## config.mk

```make
export PLATFORM = sky130hd
export DESIGN_NAME = e1fg_maint
export DESIGN_NICKNAME = d
export VERILOG_FILES = /design/src/rtl/e1fg_pkg.sv /design/src/rtl/e1fg_maint.sv
export SDC_FILE = /design/constraint.sdc
export NUM_CORES = 1
export LEC_CHECK = 0
export BUFFER_PORTS_ARGS = -buffer_cell sky130_fd_sc_hd__buf_2
export CAP_MARGIN = 20
export CORE_ASPECT_RATIO = 1.75
export CORE_MARGIN = 10
export CORE_UTILIZATION = 46
export CTS_BUF_LIST = sky130_fd_sc_hd__clkbuf_2 sky130_fd_sc_hd__clkbuf_4 sky130_fd_sc_hd__clkbuf_8
export DETAILED_ROUTE_END_ITERATION = 10
export GPL_TIMING_DRIVEN = 0
export PLACE_DENSITY = 0.87
export SYNTH_ARGS = -nofsm -noshare
export SYNTH_HDL_FRONTEND = slang
export SYNTH_SLANG_ARGS = --single-unit
```

## constraint.sdc

```tcl
create_clock -name pclk -period 1.9 [get_ports pclk]
set_clock_uncertainty 0.1 [all_clocks]
set_input_delay 0.38 -clock pclk [delete_from_list [all_inputs] [get_ports pclk]]
set_output_delay 0.38 -clock pclk [all_outputs]
set_load 0.05 [all_outputs]
```

## src/rtl/e1fg_pkg.sv

```systemverilog
`default_nettype none
package e1fg_pkg;
   // ----------------------------------------------------------------
   // register indices (byte address is four times the index)
   // ----------------------------------------------------------------
   localparam logic [7:0] MODE_CTRL_IDX    = 8'h60;
   localparam logic [7:0] MAINT_CTRL_IDX   = 8'h6c;
   localparam logic [7:0] IRQ_ENABLE_IDX   = 8'h6d;
   localparam logic [7:0] IRQ_STATUS_IDX   = 8'h6e;
   localparam logic [7:0] ERR_INSERT_IDX   = 8'h6f;
   localparam int         ADDR_W           = 12;
   // ----------------------------------------------------------------
   // field positions
   // ----------------------------------------------------------------
   localparam int FLAG_SUBMF       = 4;
   localparam int FLAG_ALIGN       = 3;
   localparam int FLAG_SIGMF       = 2;
   localparam int FLAG_CRCMF       = 1;
   localparam int FLAG_BASIC       = 0;
   localparam int INS_CRC_ALIGN    = 4;
   localparam int INS_SIG_ALIGN    = 3;
   localparam int INS_NON_ALIGN    = 2;
   localparam int INS_ALL_ALIGN    = 1;
   localparam int INS_ONE_ALIGN    = 0;
   localparam int MAINT_FORCE_ZERO = 1;
   localparam int MAINT_FORCE_ONES = 0;
   localparam int MODE_CRC_INV     = 0;
   localparam int FIELD_W          = 5;
   // ----------------------------------------------------------------
   // reset values
   // ----------------------------------------------------------------
   localparam logic [4:0] IRQ_ENABLE_RST = 5'h00;
   localparam logic [4:0] IRQ_STATUS_RST = 5'h00;
   localparam logic [4:0] ERR_INSERT_RST = 5'h00;
   localparam logic [1:0] MAINT_RST      = 2'h0;
   localparam logic [0:0] MODE_RST       = 1'h0;
   // ----------------------------------------------------------------
   // frame geometry
   // ----------------------------------------------------------------
   localparam logic [7:0] BITS_LAST      = 8'hff;
   localparam logic [3:0] FRAMES_LAST    = 4'hf;
   localparam logic [3:0] SUBMF_FRAME    = 4'h8;
   localparam logic [3:0] CRC_ALIGN_END  = 4'hb;
   localparam logic [7:0] TS16_FIRST     = 8'h80;
   localparam logic [7:0] TS16_ALIGN_END = 8'h83;
   localparam logic [2:0] BIT1_IDX       = 3'h0;
   localparam logic [2:0] BIT2_IDX       = 3'h1;
endpackage
`default_nettype wire

```

## src/rtl/e1fg_maint.sv

```systemverilog
// Register access over APB is this design's own decision.
`default_nettype none
module e1fg_maint (
   input  wire logic                          pclk,
   input  wire logic                          presetn,
   input  wire logic                          psel,
   input  wire logic                          penable,
   input  wire logic                          pwrite,
   input  wire logic [e1fg_pkg::ADDR_W-1:0]   paddr,
   input  wire logic [31:0]                   pwdata,
   output logic      [31:0]                   prdata,
   output logic                               pready,
   output logic                               pslverr,
   input  wire logic                          tx_bit_valid,
   input  wire logic                          tx_bit_in,
   input  wire logic                          tx_mf_sync,
   input  wire logic                          crc_mf_mode,
   input  wire logic                          sig_mf_mode,
   output logic                               tx_bit_out,
   output logic                               tx_bit_out_valid,
   output logic                               irq_n
);
   // ----------------------------------------------------------------
   // registers and position counters
   // ----------------------------------------------------------------
   logic [4:0]  irq_enable_reg;
   logic [4:0]  irq_enable_next;
   logic [4:0]  irq_status_reg;
   logic [4:0]  irq_status_next;
   logic [4:0]  err_insert_reg;
   logic [1:0]  maint_reg;
   logic [0:0]  mode_reg;
   logic [7:0]  bit_cnt_reg;
   logic [3:0]  frame_cnt_reg;
   logic [7:0]  cur_bit;
   logic [3:0]  cur_frame;
   logic [4:0]  frame_events;
   logic        invert_bit;
   logic        ts0_bit;
   logic        even_frame;
   logic [2:0]  bit_idx;
   logic [31:0] prdata_reg;
   logic        pslverr_reg;
   logic        irq_n_reg;
   logic        tx_bit_out_reg;
   logic        tx_valid_reg;
   logic [7:0]  acc_idx;
   logic        acc_hit;
   logic        wr_access;
   logic        setup_phase;
   logic [4:0]  w1c_mask;

   // ----------------------------------------------------------------
   // APB decode
   // ----------------------------------------------------------------
   // zero-wait slave: read data is latched in setup so it leaves a flop
   assign pready      = 1'b1;
   assign prdata      = prdata_reg;
   assign pslverr     = pslverr_reg;
   assign setup_phase = psel & ~penable;
   assign wr_access   = psel & penable & pwrite & ~pslverr_reg;
   assign acc_idx     = paddr[9:2];
   assign acc_hit     = (paddr[1:0] == 2'b00) && (paddr[e1fg_pkg::ADDR_W-1:10] == 2'b00) &&
                        ((acc_idx == e1fg_pkg::MODE_CTRL_IDX) ||
                         (acc_idx == e1fg_pkg::MAINT_CTRL_IDX) ||
                         (acc_idx == e1fg_pkg::IRQ_ENABLE_IDX) ||
                         (acc_idx == e1fg_pkg::IRQ_STATUS_IDX) ||
                         (acc_idx == e1fg_pkg::ERR_INSERT_IDX));

   always_ff @(posedge pclk or negedge presetn) begin
      if (!presetn) begin
         prdata_reg  <= 32'h0000_0000;
         pslverr_reg <= 1'b0;
      end else if (setup_phase) begin
         pslverr_reg <= ~acc_hit;
         prdata_reg  <= 32'h0000_0000;
         case (acc_idx)
            e1fg_pkg::MODE_CTRL_IDX:  prdata_reg <= {31'h0000_0000, mode_reg};
            e1fg_pkg::MAINT_CTRL_IDX: prdata_reg <= {30'h0000_0000, maint_reg};
            e1fg_pkg::IRQ_ENABLE_IDX: prdata_reg <= {27'h000_0000, irq_enable_reg};
            e1fg_pkg::IRQ_STATUS_IDX: prdata_reg <= {27'h000_0000, irq_status_reg};
            e1fg_pkg::ERR_INSERT_IDX: prdata_reg <= {27'h000_0000, err_insert_reg};
            default:                  prdata_reg <= 32'h0000_0000;
         endcase
      end
   end

   // ----------------------------------------------------------------
   // control registers
   // ----------------------------------------------------------------
   always_ff @(posedge pclk or negedge presetn) begin
      if (!presetn) begin
         irq_enable_reg <= e1fg_pkg::IRQ_ENABLE_RST;
         err_insert_reg <= e1fg_pkg::ERR_INSERT_RST;
         maint_reg      <= e1fg_pkg::MAINT_RST;
         mode_reg       <= e1fg_pkg::MODE_RST;
      end else if (wr_access) begin
         case (acc_idx)
            e1fg_pkg::IRQ_ENABLE_IDX: irq_enable_reg <= pwdata[4:0];
            e1fg_pkg::ERR_INSERT_IDX: err_insert_reg <= pwdata[4:0];
            e1fg_pkg::MAINT_CTRL_IDX: maint_reg      <= pwdata[1:0];
            e1fg_pkg::MODE_CTRL_IDX:  mode_reg       <= pwdata[0:0];
            default:                  mode_reg       <= mode_reg;
         endcase
      end
   end

   // ----------------------------------------------------------------
   // frame position
   // ----------------------------------------------------------------
   // a sync pulse marks bit 0 of frame 0 and overrides the free counters
   assign cur_bit   = tx_mf_sync ? 8'h00 : bit_cnt_reg;
   assign cur_frame = tx_mf_sync ? 4'h0 : frame_cnt_reg;

   always_ff @(posedge pclk or negedge presetn) begin
      if (!presetn) begin
         bit_cnt_reg   <= 8'h00;
         frame_cnt_reg <= 4'h0;
      end else if (tx_bit_valid) begin
         bit_cnt_reg <= cur_bit + 8'h01;
         if (cur_bit == e1fg_pkg::BITS_LAST) begin
            frame_cnt_reg <= cur_frame + 4'h1;
         end else begin
            frame_cnt_reg <= cur_frame;
         end
      end
   end

   // ----------------------------------------------------------------
   // frame start events
   // ----------------------------------------------------------------
   always_comb begin
      frame_events = 5'h00;
      if (tx_bit_valid && (cur_bit == 8'h00)) begin
         frame_events[e1fg_pkg::FLAG_BASIC] = 1'b1;
         frame_events[e1fg_pkg::FLAG_ALIGN] = ~cur_frame[0];
         frame_events[e1fg_pkg::FLAG_CRCMF] = crc_mf_mode && (cur_frame == 4'h0);
         frame_events[e1fg_pkg::FLAG_SUBMF] = crc_mf_mode &&
            ((cur_frame == 4'h0) || (cur_frame == e1fg_pkg::SUBMF_FRAME));
         frame_events[e1fg_pkg::FLAG_SIGMF] = sig_mf_mode && (cur_frame == 4'h0);
      end
   end

   // ----------------------------------------------------------------
   // sticky status, write one to clear
   // ----------------------------------------------------------------
   // a new event in the clearing cycle wins, so no start is lost
   assign w1c_mask = (wr_access && (acc_idx == e1fg_pkg::IRQ_STATUS_IDX)) ?
                     pwdata[4:0] : 5'h00;
   assign irq_status_next = (irq_status_reg & ~w1c_mask) | frame_events;

   always_ff @(posedge pclk or negedge presetn) begin
      if (!presetn) begin
         irq_status_reg <= e1fg_pkg::IRQ_STATUS_RST;
      end else begin
         irq_status_reg <= irq_status_next;
      end
   end

   // enable taken from its next value so a mask write acts at the same edge as a clear
   assign irq_enable_next = (wr_access && (acc_idx == e1fg_pkg::IRQ_ENABLE_IDX)) ?
                            pwdata[4:0] : irq_enable_reg;

   always_ff @(posedge pclk or negedge presetn) begin
      if (!presetn) begin
         irq_n_reg <= 1'b1;
      end else begin
         irq_n_reg <= ~|(irq_status_next & irq_enable_next);
      end
   end
   assign irq_n = irq_n_reg;

   // ----------------------------------------------------------------
   // error insertion
   // ----------------------------------------------------------------
   assign ts0_bit    = (cur_bit[7:3] == 5'h00);
   assign bit_idx    = cur_bit[2:0];
   assign even_frame = ~cur_frame[0];

   always_comb begin
      invert_bit = 1'b0;
      if (ts0_bit && even_frame) begin
         if (err_insert_reg[e1fg_pkg::INS_ALL_ALIGN] && (bit_idx != e1fg_pkg::BIT1_IDX)) begin
            invert_bit = 1'b1;
         end
         // single flip fixed on bit 2; a rotating choice buys nothing for tests
         if (err_insert_reg[e1fg_pkg::INS_ONE_ALIGN] && (bit_idx == e1fg_pkg::BIT2_IDX)) begin
            invert_bit = 1'b1;
         end
         if (mode_reg[e1fg_pkg::MODE_CRC_INV] && crc_mf_mode &&
             (bit_idx == e1fg_pkg::BIT1_IDX)) begin
            invert_bit = 1'b1;
         end
      end
      if (ts0_bit && !even_frame) begin
         if (err_insert_reg[e1fg_pkg::INS_NON_ALIGN] && (bit_idx == e1fg_pkg::BIT2_IDX)) begin
            invert_bit = 1'b1;
         end
         if (err_insert_reg[e1fg_pkg::INS_CRC_ALIGN] && crc_mf_mode &&
             (bit_idx == e1fg_pkg::BIT1_IDX) && (cur_frame <= e1fg_pkg::CRC_ALIGN_END)) begin
            invert_bit = 1'b1;
         end
      end
      if (err_insert_reg[e1fg_pkg::INS_SIG_ALIGN] && sig_mf_mode && (cur_frame == 4'h0) &&
          (cur_bit >= e1fg_pkg::TS16_FIRST) && (cur_bit <= e1fg_pkg::TS16_ALIGN_END)) begin
         invert_bit = 1'b1;
      end
   end

   // ----------------------------------------------------------------
   // output stream
   // ----------------------------------------------------------------
   // force zero outranks force ones when both are set
   always_ff @(posedge pclk or negedge presetn) begin
      if (!presetn) begin
         tx_bit_out_reg <= 1'b0;
         tx_valid_reg   <= 1'b0;
      end else begin
         tx_valid_reg <= tx_bit_valid;
         if (!tx_bit_valid) begin
            tx_bit_out_reg <= tx_bit_out_reg;
         end else if (maint_reg[e1fg_pkg::MAINT_FORCE_ZERO]) begin
            tx_bit_out_reg <= 1'b0;
         end else if (maint_reg[e1fg_pkg::MAINT_FORCE_ONES]) begin
            tx_bit_out_reg <= 1'b1;
         end else begin
            tx_bit_out_reg <= tx_bit_in ^ invert_bit;
         end
      end
   end
   assign tx_bit_out       = tx_bit_out_reg;
   assign tx_bit_out_valid = tx_valid_reg;
endmodule
`default_nettype wire

```

==> summary.txt <==
Detailed routing
  – Total length of routed wires: 6220 um
  – Number of nets with antenna violations after detailed routing: 0
  – Average routed wire per standard cell: 16.8 um
  – Detailed router's first-iteration violation count: 117
  – Detailed Routing Iterations Pass 1: 4
  – Via-to-Cell Ratio: 5.46
  – Via Count: 2022
  – Number of remaining DRC errors: 0

Synthesis
  – Synth warn: 0
  – Mapped Cells: 235
  – Count of unique library cells instantiated by Yosys: 54
  – Leading post-synthesis cells by instance count: 38 x dfrtp_1, 30 x buf_4, 19 x nand2_1
  – Main area contributors after synthesis: dfrtp_1 40%, buf_4 9.4%, mux2_2 7.0%
  – Sequential area share after synthesis: 40.7%
  – Post-synth ARST share: 100%
  – Number of synthesized register bits: 39
  – Post-synthesis area per instance: 10.2 um2
  – EDFF count, synth: 0
  – Top cell type's share of synthesized area: 39.6%
  – Library cell with the largest summed area after synthesis: dfrtp_1
  – Netlist Area Pre-Place: 2400 um2
  – Cell with the most instances after synthesis: dfrtp_1
  – Top_reg_cell synth: dfrtp_1

STA
  – Worst Slack Setup Final: -116 ps
  – Max transition margin: 41.8%
  – Unrepaired setup endpoints after global routing: yes
  – Final-report hold violation count: 0
  – Aggregate negative setup slack: -148 ps
  – Maximum achievable frequency: 496 MHz
  – Final setup violation count: 2
  – Slew of the pin with the lowest slew margin: 873 ps
  – Number of slew-limit violations in the final report: 0
  – Clock period minus worst slack: 2020 ps
  – Ratio of final minimum period to clock period: 106%

Power
  – Switching Fraction: 34.4%
  – Combinational Power Share: 31.8%
  – Sequential group share of total power: 42.4%
  – VDD IR max: 0.429 mV
  – LEAKAGE: 1.56 nW
  – Switching component of the power: 772 uW
  – Cell internal power dissipation: 1.47 mW
  – Clock Power Share: 25.8%
  – Pwr dens: 727 nW/um2

Layout
  – Area growth from synthesis to layout: 28.7%
  – Final design utilization: 61.5%
  – Number of antenna diodes: 0
  – Non-filler instance count after layout: 370
  – Net count of the finished layout: 372
  – Number of flip-flops in the largest register: 8
  – Layout cell share with drive strength beyond 1: 41.5%

Global route
  – Vias in the first global route: 2086
  – Maximum number of pins on one net before global-route repair: 40
  – Global-route wire length before repair: 9870 um
  – Total congestion overflow: 0
  – Antenna violations before repair: 0
  – All-Layer GR Usage: 14.7%

Floorplanning
  – Chip width: 74.6 um
  – Starting utilization of the core area: 47.8%
  – Die Outline Area: 8620 um2
  – Boundary Pins: 91
  – Floorplan Core Area: 5020 um2
  – Die Span Y: 116 um
  – Site row count: 34

Critical path
  – Chain of cells forming the critical path: buf_8 -> buf_6 -> clkbuf_16 -> nand2b_4 -> ha_4 -> and2_4 -> a221o_1 -> a32oi_2 -> and4bb_1 -> a2111oi_4
  – Worst Path Required: 1950 ps
  – Top fanout value on the critical path: 4
  – Capturing element type of the critical path: flop
  – Critical Setup Path Class: input pin to flop
  – Reg2reg setup slack: -110 ps
  – Worst reg2reg endpoint: tx_bit_out
  – Worst setup endpoint: tx_bit_out
  – R2R depth: 5
  – Critical path startpoint category: input pin
  – Standard cell with the maximum stage delay on the critical path: a221o_1
  – Largest stage delay, worst path: 340 ps
  – Startpoint of the lowest-slack register-to-register path: bit_cnt_reg[3]
  – Critical path startpoint: tx_mf_sync
  – CP arrival: 2070 ps

Worst hold path
  – Class of the tightest hold or removal check: input pin to async pin

Clock network
  – Clock tree root buffer cell: clkbuf_8
  – CTS tree: done
  – Clock-pin slew reported for the worst setup and hold paths after clock tree synthesis: 70 ps
  – Number of buffers added by the clock tree synthesis step: 5
  – CTS sink cnt: 39
  – Number of H-tree branching levels: 2
  – Maximum clock insertion buffer count: 2
  – Source-to-sink clock delay at the later pin of the worst-skew pair: 300 ps

Flow run
  – Max capacitance violation total: 0

Placement
  – Gp weighted congestion: 0.848
  – Port Buffers: 33
  – Pre-CTS setup slack: -619 ps
  – HPWL after DPL: 4510 um
  – Number of placed cells counting well taps: 348

Outcome
  – Outcome: finished, violations left
  – Failing checks: negative setup slack
per-stage QoR:
stage / power [mW] / hold slack [ps] / area (um2)
after global placement: 1.57 / 383 / 2790
final: 2.25 / 96.4 / 3090
after CTS: 2.24 / 92.9 / 3060
after detailed placement: 1.60 / 386 / 2790
after floorplan: 1.46 / -15.6 / 2550
after global routing: 2.35 / 98.1 / 3090
cells by family (layout without fill, tap and decap cells):
kind of cell             after synthesis  count (layout)  share of synthesized area [%]
buffers and inverters                 49             104                           12.6
other                                  2              28                          0.313
adder cells (fa/ha/maj)                3               3                           1.56
flip-flops                            39              39                           40.7
multiplexers                          21              21                           9.70
AO/OA/AOI/OAI                         51              51                           15.7
AND/OR/NAND/NOR                       70              70                           19.4
what timing repair did:
action                                  4_1_cts  5_1_grt
setup buffers                                13        1
endpoints found under the setup margin        7        9
hold buffers                                  0        0
pin swaps                                     8        7
resized for setup                            17        5
worst max-delay path: cells and delay by family:
family,cells,cell delay (ps)
buffers and inverters,3,350
AO/OA/AOI/OAI,3,620
adder cells (fa/ha/maj),1,160
AND/OR/NAND/NOR,3,560
worst min path at each step:
stage / start / end / cells after the start
after floorplan: presetn / bit_cnt_reg[0] / 0
after global placement: prdata[3] / prdata[3] / 1
after detailed placement: prdata[2] / prdata[2] / 1
after CTS: tx_bit_valid / tx_bit_out_valid / 1
after global routing: tx_bit_valid / tx_bit_out_valid / 1
final: presetn / prdata[0] / 1
layout make-up:
type                            count  area [um2]
Sequential cell                    39         981
Inverter                           11        41.3
Clock buffer                        7        83.8
Timing Repair Buffer               47         288
Fill cell                         396        1930
Multi-Input combinational cell    173        1330
Tap cell                           54        67.6
Clock inverter                      1        5.00
Buffer                             38         294
cell usage in the layout (no fill, tap or decap), drive strengths merged, types with 2 or more instances in the layout:
cell type and n:
and3 4, nand2b 9, a21oi 9, nor3b 4, buf 81, nor3 2
dfrtp 38, nor2b 3, o22ai 8, ha 3, conb 28, nand3 4
nand4b 2, mux2i 3, nand4 4, nor2 7, nand2 19, o21ai 8
o211a 2, a22oi 3, nor4 2, a2bb2oi 2, inv 11, mux2 18
a22o 10, clkbuf 11
power by group through the flow:
stage | clock, mW | sequential, mW | combinational [mW]
detailed placement | 0 | 0.977 | 0.620
floorplan | 0 | 0.989 | 0.469
global route | 0.621 | 0.960 | 0.771
finish | 0.581 | 0.952 | 0.713
CTS | 0.589 | 0.952 | 0.698
global placement | 0 | 0.971 | 0.604
layer usage:
| metal | track usage, % | wire (um) |
|---|---|---|
| met4 | 10.7 | 343 |
| met3 | 4.54 | 559 |
| met2 | 27.0 | 3270 |
| met1 | 12.8 | 2050 |
| met5 | 0 | 0 |
Note: power is estimated with default switching activity, not from simulation.
